===== config.mk =====
export PLATFORM = sky130hd
export DESIGN_NAME = bfm_monitor
export DESIGN_NICKNAME = d
export VERILOG_FILES = /design/src/rtl/bfm_pkg.sv /design/src/rtl/bfm_status_if.sv /design/src/rtl/bfm_sync2.sv /design/src/rtl/bfm_status.sv /design/src/rtl/bfm_monitor.sv
export SDC_FILE = /design/constraint.sdc
export NUM_CORES = 1
export LEC_CHECK = 0
export ABC_AREA = 0
export BUFFER_PORTS_ARGS = -buffer_cell sky130_fd_sc_hd__buf_2
export CAP_MARGIN = 15
export CORE_MARGIN = 1
export CORE_UTILIZATION = 40
export DETAILED_ROUTE_END_ITERATION = 10
export GPL_TIMING_DRIVEN = 1
export HOLD_SLACK_MARGIN = 0.08
export SLEW_MARGIN = 20
export SYNTH_ARGS = -nofsm -noshare
export SYNTH_HDL_FRONTEND = slang
export SYNTH_HIERARCHICAL = 1
export SYNTH_SLANG_ARGS = --single-unit
export TNS_END_PERCENT = 20

===== constraint.sdc =====
create_clock -name CORE_CLK -period 8.52 [get_ports CORE_CLK]
set_input_delay 0.852 -clock CORE_CLK [delete_from_list [all_inputs] [get_ports CORE_CLK]]
set_output_delay 0.852 -clock CORE_CLK [all_outputs]
set_load 0.005 [all_outputs]

===== src/rtl/bfm_pkg.sv =====
// Purpose: Shared constants and types for the backlight fault monitor
// Assumes: 32-bit classic Wishbone register access, 50 MHz core clock
// Notes: Boost settings are codes in 0.25 V steps above 10 V
package bfm_pkg;
    localparam int NSTR = 7;
    // Register byte offsets
    localparam logic [7:0] OFS_CONFIG = 8'h00;
    localparam logic [7:0] OFS_CONTROL = 8'h04;
    localparam logic [7:0] OFS_STATUS = 8'h08;
    localparam logic [7:0] OFS_EXCLUDE = 8'h0C;
    localparam logic [7:0] OFS_LIVE = 8'h10;
    // Config field positions
    localparam int CFG_SEL_LO = 0;
    localparam int CFG_THR_LO = 2;
    localparam int CFG_UVL_BIT = 4;
    localparam logic [4:0] CFG_RESET = 5'h01;
    // Control field positions
    localparam int CTL_BL_BIT = 0;
    localparam int CTL_PSD_BIT = 1;
    localparam logic [1:0] CTL_RESET = 2'h0;
    // Status bit positions
    localparam int ST_AOPEN = 0;
    localparam int ST_ASHORT = 1;
    localparam int ST_DOPEN = 2;
    localparam int ST_DSHORT = 3;
    localparam int ST_UV = 4;
    localparam int ST_OC = 5;
    localparam int ST_TSD = 6;
    localparam int NST = 7;
    // Boost code scale: 0.25 V steps, 10 V origin; 38 V max is code 112
    localparam logic [6:0] BOOST_MAX_CODE = 7'h70;
    localparam int MV_PER_CODE = 250;
    localparam int HOP_BASE_MV = 3000;
    localparam int HOP_STEP_MV = 2000;
    // Fault detection method
    typedef enum logic [1:0] {
        FM_NONE = 2'h0, FM_ANALOG = 2'h1, FM_DIGITAL = 2'h2, FM_BOTH = 2'h3
    } bfm_mode_t;
endpackage


===== src/rtl/bfm_status_if.sv =====
// Purpose: Carries fault events and clears between the monitor modules
// Assumes: One clock domain
// Notes: ev is one bit per status position
`timescale 1ns/100ps
`default_nettype none
interface bfm_status_if;
    logic [6:0] ev;
    logic rd_clr;
    logic bl_clr;
    logic [6:0] flags;
    logic alarm_n;
    modport src (output ev, output rd_clr, output bl_clr, input flags, input alarm_n);
    modport dst (input ev, input rd_clr, input bl_clr, output flags, output alarm_n);
endinterface
`default_nettype wire


===== src/rtl/bfm_sync2.sv =====
// Purpose: Two flip-flop synchroniser for a bus of levels
// Assumes: Inputs asynchronous to CORE_CLK
// Notes: First stage feeds only the second
`timescale 1ns/100ps
`default_nettype none
module bfm_sync2 #(parameter int W = 1) (
    input wire logic clk,
    input wire logic rst_n,
    input wire logic [W-1:0] d,
    output logic [W-1:0] q
);
    logic [W-1:0] s1_q, s1_d, s2_d;
    // Next values
    always_comb begin
        s1_d = d;
        s2_d = s1_q;
    end
    // Stage registers
    always_ff @(posedge clk) begin
        if (!rst_n) begin
            s1_q <= '0;
            q <= '0;
        end else begin
            s1_q <= s1_d;
            q <= s2_d;
        end
    end
endmodule // bfm_sync2
`default_nettype wire


===== src/rtl/bfm_status.sv =====
// Purpose: Sticky fault flags and one-shot alarm generation
// Assumes: Events are synchronous single-cycle or level
// Notes: Set wins over clear
`timescale 1ns/100ps
`default_nettype none
module bfm_status (
    input wire logic clk,
    input wire logic rst_n,
    bfm_status_if.dst sif
);
    import bfm_pkg::*;
    logic [NST-1:0] flags_q, flags_d, armed_q, armed_d;
    logic alarm_q, alarm_d;
    logic [NST-1:0] fire;
    // LED faults arm once per reset; supply and thermal faults always alarm
    always_comb begin
        fire = sif.ev & armed_q;
        armed_d = armed_q & ~(sif.ev & 7'h0F); // RULE_13
        flags_d = flags_q;
        if (sif.rd_clr || sif.bl_clr) flags_d = '0; // RULE_12 RULE_20
        flags_d = flags_d | sif.ev; // RULE_11 RULE_23
        alarm_d = alarm_q;
        if (sif.bl_clr) alarm_d = 1'b0; // RULE_20
        if (sif.rd_clr) alarm_d = 1'b0; // RULE_12
        if (|fire) alarm_d = 1'b1; // RULE_11 RULE_16 RULE_19
    end
    always_ff @(posedge clk) begin
        if (!rst_n) begin
            flags_q <= '0;
            armed_q <= 7'h7F;
            alarm_q <= 1'b0;
        end else begin
            flags_q <= flags_d;
            armed_q <= armed_d | 7'h70;
            alarm_q <= alarm_d;
        end
    end
    assign sif.flags = flags_q;
    assign sif.alarm_n = ~alarm_q;
endmodule // bfm_status
`default_nettype wire


===== src/rtl/bfm_monitor.sv =====
// Purpose: LED, supply and thermal fault monitor with Wishbone registers
// Assumes: Comparator and temperature inputs are asynchronous levels
// Notes: Reset by enable pin maps to RST_N
`timescale 1ns/100ps
`default_nettype none
// Notes on behaviour
// RULE_01 - Two-bit method select: off, analog, digital, or both.
// RULE_02 - Analog mode watches every driver's headroom with Low/Mid/High comparators. Code uses only Low and High; Mid is synchronised but unused.
// RULE_03 - Collapsed pin with others above High is open; string then excluded.
// RULE_04 - Driver shorted to ground reports like an open string.
// RULE_05 - A pin above High while others are not flags a short.
// RULE_06 - Digital detection only in phase-shifted dimming, single string active.
// RULE_07 - Digital open needs 38 V setting and a large step to neighbour.
// RULE_08 - Digital short when a setting drops by more than the threshold.
// RULE_09 - Hop threshold field selects 3, 5, 7 or 9 volts.
// RULE_10 - Analog ignored with one string active; digital short only then.
// RULE_11 - Any fault pulls alarm low and sets its status bit.
// RULE_12 - Reading status clears the latched faults.
// RULE_13 - Each LED fault type alarms once until reset; still recorded.
// RULE_14 - Host should read status twice and trust matching reads.
// RULE_15 - Under-voltage level bit: 0 selects 6 V, 1 selects 3 V.
// RULE_16 - Under-voltage always watched; shuts down, alarms, sets bit.
// RULE_17 - Restart after under-voltage once input recovers, with hysteresis.
// RULE_18 - Boost over-current shuts down and sets its flag.
// RULE_19 - Over-temperature shuts down and alarms; resume below the low limit.
// RULE_20 - Refreshing backlight control high clears status and releases alarm.
// RULE_21 - Mid threshold sits 0.5 V above Low.
// RULE_22 - All asynchronous inputs are synchronised before use.
// RULE_23 - Status bits stay set until read or refresh.
module bfm_monitor (
    input wire logic CORE_CLK,
    input wire logic RST_N,
    // Wishbone slave
    input wire logic WB_CYC_I,
    input wire logic WB_STB_I,
    input wire logic WB_WE_I,
    input wire logic [7:0] WB_ADR_I,
    input wire logic [3:0] WB_SEL_I,
    input wire logic [31:0] WB_DAT_I,
    output logic [31:0] WB_DAT_O,
    output logic WB_ACK_O,
    // Per-string comparators
    input wire logic [bfm_pkg::NSTR-1:0] HDR_BELOW_LOW,
    input wire logic [bfm_pkg::NSTR-1:0] HDR_ABOVE_MID,
    input wire logic [bfm_pkg::NSTR-1:0] HDR_ABOVE_HIGH,
    input wire logic [bfm_pkg::NSTR-1:0] STR_ACTIVE,
    // Adaptive boost setting of the string now being served
    input wire logic [6:0] BOOST_CODE,
    input wire logic BOOST_STEP,
    // Supply and thermal comparators
    input wire logic UV_TRIP_6V,
    input wire logic UV_TRIP_3V,
    input wire logic UV_CLEAR_6V,
    input wire logic UV_CLEAR_3V,
    input wire logic OVERCURRENT,
    input wire logic TEMP_HOT,
    input wire logic TEMP_COOL,
    // Outputs
    output logic FAULT_OUT,
    output logic FAULT_OE,
    output logic SHUTDOWN,
    output logic [bfm_pkg::NSTR-1:0] STR_EXCLUDE,
    output logic [2:0] MID_SEL
);
    import bfm_pkg::*;

    bfm_status_if sif ();

    // Synchronised inputs
    localparam int SW = 3 * NSTR + NSTR + 7 + 1;
    logic [SW-1:0] raw_s, sy;
    logic [NSTR-1:0] blow, amid, ahigh, act;
    logic uv6, uv3, uvc6, uvc3, oc, hot, cool;
    assign raw_s = {HDR_BELOW_LOW, HDR_ABOVE_MID, HDR_ABOVE_HIGH, STR_ACTIVE,
        UV_TRIP_6V, UV_TRIP_3V, UV_CLEAR_6V, UV_CLEAR_3V, OVERCURRENT, TEMP_HOT,
        TEMP_COOL, 1'b0};
    bfm_sync2 #(.W(SW)) u_sync (
        .clk(CORE_CLK),
        .rst_n(RST_N),
        .d(raw_s),
        .q(sy)
    ); // RULE_22
    assign {blow, amid, ahigh, act, uv6, uv3, uvc6, uvc3, oc, hot, cool} = sy[SW-1:1];

    bfm_status u_stat (
        .clk(CORE_CLK),
        .rst_n(RST_N),
        .sif(sif.dst)
    );

    // Count of set bits
    function automatic logic [3:0] popcnt(input logic [NSTR-1:0] v);
        logic [3:0] c;
        c = 4'h0;
        for (int i = 0; i < NSTR; i++) c = c + {3'h0, v[i]};
        return c;
    endfunction

    // Hop threshold in boost codes
    function automatic logic [6:0] hop_codes(input logic [1:0] sel);
        int mv;
        mv = HOP_BASE_MV + HOP_STEP_MV * int'(sel);
        return 7'(mv / MV_PER_CODE);
    endfunction

    // Registers
    logic [4:0] cfg_q, cfg_d;
    logic [1:0] ctl_q, ctl_d;
    logic [NSTR-1:0] excl_q, excl_d;
    logic [31:0] dat_q, dat_d;
    logic ack_q, ack_d;
    logic uv_q, uv_d, tsd_q, tsd_d, oc_q, oc_d;
    logic [6:0] prev_q, prev_d;
    logic prev_v_q, prev_v_d;
    logic fout_q, fout_d, sd_q, sd_d;
    logic [NSTR-1:0] xo_q;
    logic [2:0] mid_q, mid_d;

    bfm_mode_t mode;
    logic [1:0] hop_sel;
    logic uvl_sel;
    logic ana_en, dig_en, single;
    logic [NSTR-1:0] a_open, a_short, live;
    logic d_open, d_short, uv_now, uv_back;
    logic [6:0] hop, diff_up, diff_dn;
    logic wb_go, wr, rd_stat;

    // Configuration decode
    always_comb begin
        mode = bfm_mode_t'(cfg_q[CFG_SEL_LO +: 2]); // RULE_01
        hop_sel = cfg_q[CFG_THR_LO +: 2];
        uvl_sel = cfg_q[CFG_UVL_BIT];
        hop = hop_codes(hop_sel); // RULE_09
        ana_en = (mode == FM_ANALOG) || (mode == FM_BOTH);
        dig_en = (mode == FM_DIGITAL) || (mode == FM_BOTH);
        single = (popcnt(act) == 4'h1);
    end

    // Analog detection across simultaneously active strings
    always_comb begin
        live = act & ~excl_q;
        a_open = '0;
        a_short = '0;
        if (ana_en && !single && popcnt(live) > 4'h1) begin // RULE_02 RULE_10
            for (int i = 0; i < NSTR; i++) begin
                // Collapsed or grounded pin, all others above High
                if (live[i] && blow[i] && ((ahigh | ~live | (7'h01 << i)) == 7'h7F))
                    a_open[i] = 1'b1; // RULE_03 RULE_04
                // Shorted LEDs: this pin alone above High
                if (live[i] && ahigh[i] && ((ahigh & live) == (7'h01 << i)))
                    a_short[i] = 1'b1; // RULE_05
            end
        end
    end

    // Digital detection on boost code hops between consecutive strings
    always_comb begin
        diff_up = BOOST_CODE - prev_q;
        diff_dn = prev_q - BOOST_CODE;
        d_open = 1'b0;
        d_short = 1'b0;
        if (dig_en && ctl_q[CTL_PSD_BIT] && single && BOOST_STEP && prev_v_q) begin // RULE_06
            if (BOOST_CODE >= BOOST_MAX_CODE && BOOST_CODE > prev_q && diff_up > hop)
                d_open = 1'b1; // RULE_07
            if (BOOST_CODE < prev_q && diff_dn > hop)
                d_short = 1'b1; // RULE_08 RULE_10
        end
        prev_d = BOOST_STEP ? BOOST_CODE : prev_q;
        prev_v_d = prev_v_q | BOOST_STEP;
    end

    // Supply, over-current and thermal shutdown
    always_comb begin
        uv_now = uvl_sel ? uv3 : uv6; // RULE_15
        uv_back = uvl_sel ? uvc3 : uvc6;
        uv_d = uv_q;
        if (uv_now) uv_d = 1'b1; // RULE_16
        else if (uv_back) uv_d = 1'b0; // RULE_17
        tsd_d = tsd_q;
        if (hot) tsd_d = 1'b1; // RULE_19
        else if (cool) tsd_d = 1'b0;
        oc_d = oc_q | oc; // RULE_18
        sd_d = uv_d | tsd_d | oc_d;
        excl_d = excl_q | a_open; // RULE_03
        mid_d = 3'h2; // RULE_21
    end

    // Wishbone slave and events
    always_comb begin
        wb_go = WB_CYC_I && WB_STB_I && !ack_q;
        wr = wb_go && WB_WE_I;
        rd_stat = wb_go && !WB_WE_I && (WB_ADR_I == OFS_STATUS);
        ack_d = wb_go;
        cfg_d = cfg_q;
        ctl_d = ctl_q;
        dat_d = 32'h0;
        sif.bl_clr = 1'b0;
        if (wr && WB_SEL_I[0]) begin
            case (WB_ADR_I)
                OFS_CONFIG: cfg_d = WB_DAT_I[4:0];
                OFS_CONTROL: begin
                    ctl_d = WB_DAT_I[1:0];
                    sif.bl_clr = WB_DAT_I[CTL_BL_BIT]; // RULE_20
                end
                default: ;
            endcase
        end
        if (wb_go && !WB_WE_I) begin
            case (WB_ADR_I)
                OFS_CONFIG: dat_d = {27'h0, cfg_q};
                OFS_CONTROL: dat_d = {30'h0, ctl_q};
                OFS_STATUS: dat_d = {25'h0, sif.flags};
                OFS_EXCLUDE: dat_d = {25'h0, excl_q};
                OFS_LIVE: dat_d = {29'h0, oc_q, tsd_q, uv_q};
                default: dat_d = 32'h0;
            endcase
        end
        sif.rd_clr = rd_stat; // RULE_12
        sif.ev = '0;
        sif.ev[ST_AOPEN] = |a_open;
        sif.ev[ST_ASHORT] = |a_short;
        sif.ev[ST_DOPEN] = d_open;
        sif.ev[ST_DSHORT] = d_short;
        sif.ev[ST_UV] = uv_now; // RULE_16
        sif.ev[ST_OC] = oc; // RULE_18
        sif.ev[ST_TSD] = hot; // RULE_19
        fout_d = 1'b0;
    end

    // State registers
    always_ff @(posedge CORE_CLK) begin
        if (!RST_N) begin
            cfg_q <= CFG_RESET;
            ctl_q <= CTL_RESET;
            excl_q <= '0;
            dat_q <= 32'h0;
            ack_q <= 1'b0;
            uv_q <= 1'b0;
            tsd_q <= 1'b0;
            oc_q <= 1'b0;
            prev_q <= 7'h0;
            prev_v_q <= 1'b0;
            fout_q <= 1'b0;
            sd_q <= 1'b0;
            xo_q <= '0;
            mid_q <= 3'h0;
        end else begin
            cfg_q <= cfg_d;
            ctl_q <= ctl_d;
            excl_q <= excl_d;
            dat_q <= dat_d;
            ack_q <= ack_d;
            uv_q <= uv_d;
            tsd_q <= tsd_d;
            oc_q <= oc_d;
            prev_q <= prev_d;
            prev_v_q <= prev_v_d;
            fout_q <= fout_d;
            sd_q <= sd_d;
            xo_q <= excl_d;
            mid_q <= mid_d;
        end
    end

    // Open-drain alarm: enable while pulling low
    logic fault_oe_q;
    always_ff @(posedge CORE_CLK) begin
        if (!RST_N) fault_oe_q <= 1'b0;
        else fault_oe_q <= ~sif.alarm_n; // RULE_11
    end

    assign WB_DAT_O = dat_q;
    assign WB_ACK_O = ack_q;
    assign FAULT_OUT = fout_q;
    assign FAULT_OE = fault_oe_q;
    assign SHUTDOWN = sd_q;
    assign STR_EXCLUDE = xo_q;
    assign MID_SEL = mid_q;
endmodule // bfm_monitor
`default_nettype wire


==> flow_summary.yaml <==
final_layout:
  regArea_mm2: 0.00208
  fin_nets: 888
  multi_input_area_mm2: 0.00357
  fill_cells: 1428
  stdcell_count: 936
  area_growth_pct: 11.0
  n_antenna_cell: 0
  post_route_cells_drive_above_1_share_pct: 22.7
critical_path:
  slowest_stage: "or4_1"
  path_class: "flip-flop to flip-flop"
  crit_top_cell: "ha_1"
  rr_worst_depth: 32
  r2r_end: "u_stat/alarm_q$_SDFFE_PN0P_"
  critical-path-max-stage-delay_ps: 550
  r2r-start: "cfg_q[2]$_SDFFE_PN0P_"
  crit_buf_inv: 4
  startpoint_type: "flip-flop"
  reg2reg_setup_slack_ps: 1460
  cp_max_fo: 11
  cp.required_ps: 8800
  startpoint: "cfg_q[2]$_SDFFE_PN0P_"
  endpoint_kind: "flip-flop"
  crit_family: "simple AND/OR/NAND/NOR gates"
  arrival_ps: 7350
grt:
  first_global_vias: 4493
  grt_max_degree: 73
  grt_usage_pct: 16.7
  grt_overflow_total: 0
  antenna_found_initial: 0
  grt_pass1_wl_um: 21100
clocking:
  clk_latency_ps: 350
  root_buffer: "clkbuf_16"
  cts.repair.resized: 0
  clkSinkCount: 104
  cts_buffers: 9
  clock_path_buffers: 2
  cts_tree: "yes"
  cts_hold_buf: 0
  cts_setup_buffers: 0
  htree_levels: 3
  clkTransAtPathRegs_ps: 70
place:
  hpwl_um: 10100
  place_congestion: 0.912
  post-place-ws_ps: 1540
  port_buffers: 72
  place_inst: 920
pwr:
  power.density_mw_per_mm2: 154
  ir_drop_mv: 0.101
  p_leak_uw: 0.00304
  total_power_uw: 1040
sta:
  rsz0062_at_grt: "no"
  maxSlewHeadroom_pct: 42.6
  fmax_mhz: 142
  tightest_slew_ps: 856
  tns_ps: 0
  period_minus_slack_ps: 7060
  maxSlewViolCount: 0
  fin_crit_sh_pct: 82.9
  fin_skew_ps: 8.63
  finalWorstSetupSlack_ps: 1460
  hold_violations: 0
  setup_viol: 0
floorplanning:
  fp.dieH_um: 125
  die_area_mm2: 0.0156
  ios: 138
  core-area_mm2: 0.0146
  chipWidth_um: 125
  initial_core_util_pct: 41.4
  rows: 44
drt:
  drcViolationCount: 6
  drt-initial-drc-count: 244
  drtPass1Iterations: 9
  vias: 4710
  antenna_left: 0
  viasPerCell: 5.03
  routedWlPerCell_um: 13.5
  routed_wl_um: 12600
hold_path:
  whs_path_depth: 1
  hold_path_class: "flip-flop to flip-flop"
  hold_path_end: "u_sync/q[19]$_SDFF_PN0_"
  min_from: "u_sync/s1_q[19]$_SDFF_PN0_"
synthesis:
  synthCells: 685
  syn_avg_cell_area_um2: 8.85
  yosysWarningCount: 6
  netlist_area_mm2: 0.00606
status:
  outcome: "finished with violations"
  violations: "DRC"
run:
  cap_violations: 0
layer usage:
metal / part of all wire [%] / track usage, %
met1: 46 / 21.0
met5: 0 / 0
met2: 48 / 28.7
met3: 4.6 / 3.72
met4: 1.5 / 4.73
metrics by stage:
step                instance area [um^2]  hold slack, ps  utilization, %
finish                              6730             442            45.9
CTS                                 6730             440            45.9
global placement                    6430             430            43.9
detailed placement                  6430             433            43.9
global route                        6730             448            45.9
floorplan                           6160             420               -
final cells by class:
class | instances | area share, %
clock inverter | 7 | 0.967
multi-input combinational | 509 | 53.0
tap | 184 | 3.42
timing repair buffer | 73 | 5.47
inverter | 50 | 2.79
sequential | 104 | 31.0
clock buffer | 9 | 3.35
flip-flops by register name, indices dropped and copies added (netlist names):
register / cells
SHUTDOWN: 1
uv_q: 1
WB_DAT_O: 7
u_stat/alarm_q: 1
prev_q: 7
u_sync/s1_q: 28
u_sync/q: 28
u_stat/armed_q: 4
tsd_q: 1
u_stat/sif.flags: 7
STR_EXCLUDE: 7
cfg_q: 5
WB_ACK_O: 1
MID_SEL: 1
oc_q: 1
ctl_q: 2
FAULT_OE: 1
prev_v_q: 1
worst max-delay path by stage:
stage / slack, ps / cells after the start / end
3_3_place_gp: 1680 / 32 / u_stat/alarm_q$_SDFFE_PN0P_
2_1_floorplan: 2630 / 33 / u_stat/alarm_q$_SDFFE_PN0P_
4_1_cts: 1500 / 32 / u_stat/alarm_q$_SDFFE_PN0P_
5_1_grt: 780 / 32 / u_stat/alarm_q$_SDFFE_PN0P_
3_5_place_dp: 1540 / 32 / u_stat/alarm_q$_SDFFE_PN0P_
6_report: 1460 / 32 / u_stat/alarm_q$_SDFFE_PN0P_
power breakdown:
| part | switching [uW] | internal (uW) | leakage, uW |
|---|---|---|---|
| sequential | 7.62 | 504 | 0.000854 |
| combinational | 70.4 | 61.2 | 0.00205 |
| clock | 189 | 204 | 0.000137 |
layout by cell type, fill, tap and decap left out, types with 4 or more instances in the layout:
cell and count:
dfxtp_1 104, buf_2 72, nor2_1 70, and2_2 56
inv_1 49, nand2_1 40, ha_1 40, a21oi_1 35
mux2i_1 29, conb_1 28, o21ai_0 25, nor2b_1 19
nor3_1 15, nand3_1 11, xnor2_1 10, fa_1 9
clkbuf_16 9, nand2b_1 8, nand4_1 7, o21bai_1 6
a21o_1 6, or3_1 6, and3_1 5, xor2_1 5
nor4_1 4
Note: power is estimated with default switching activity, not from simulation.
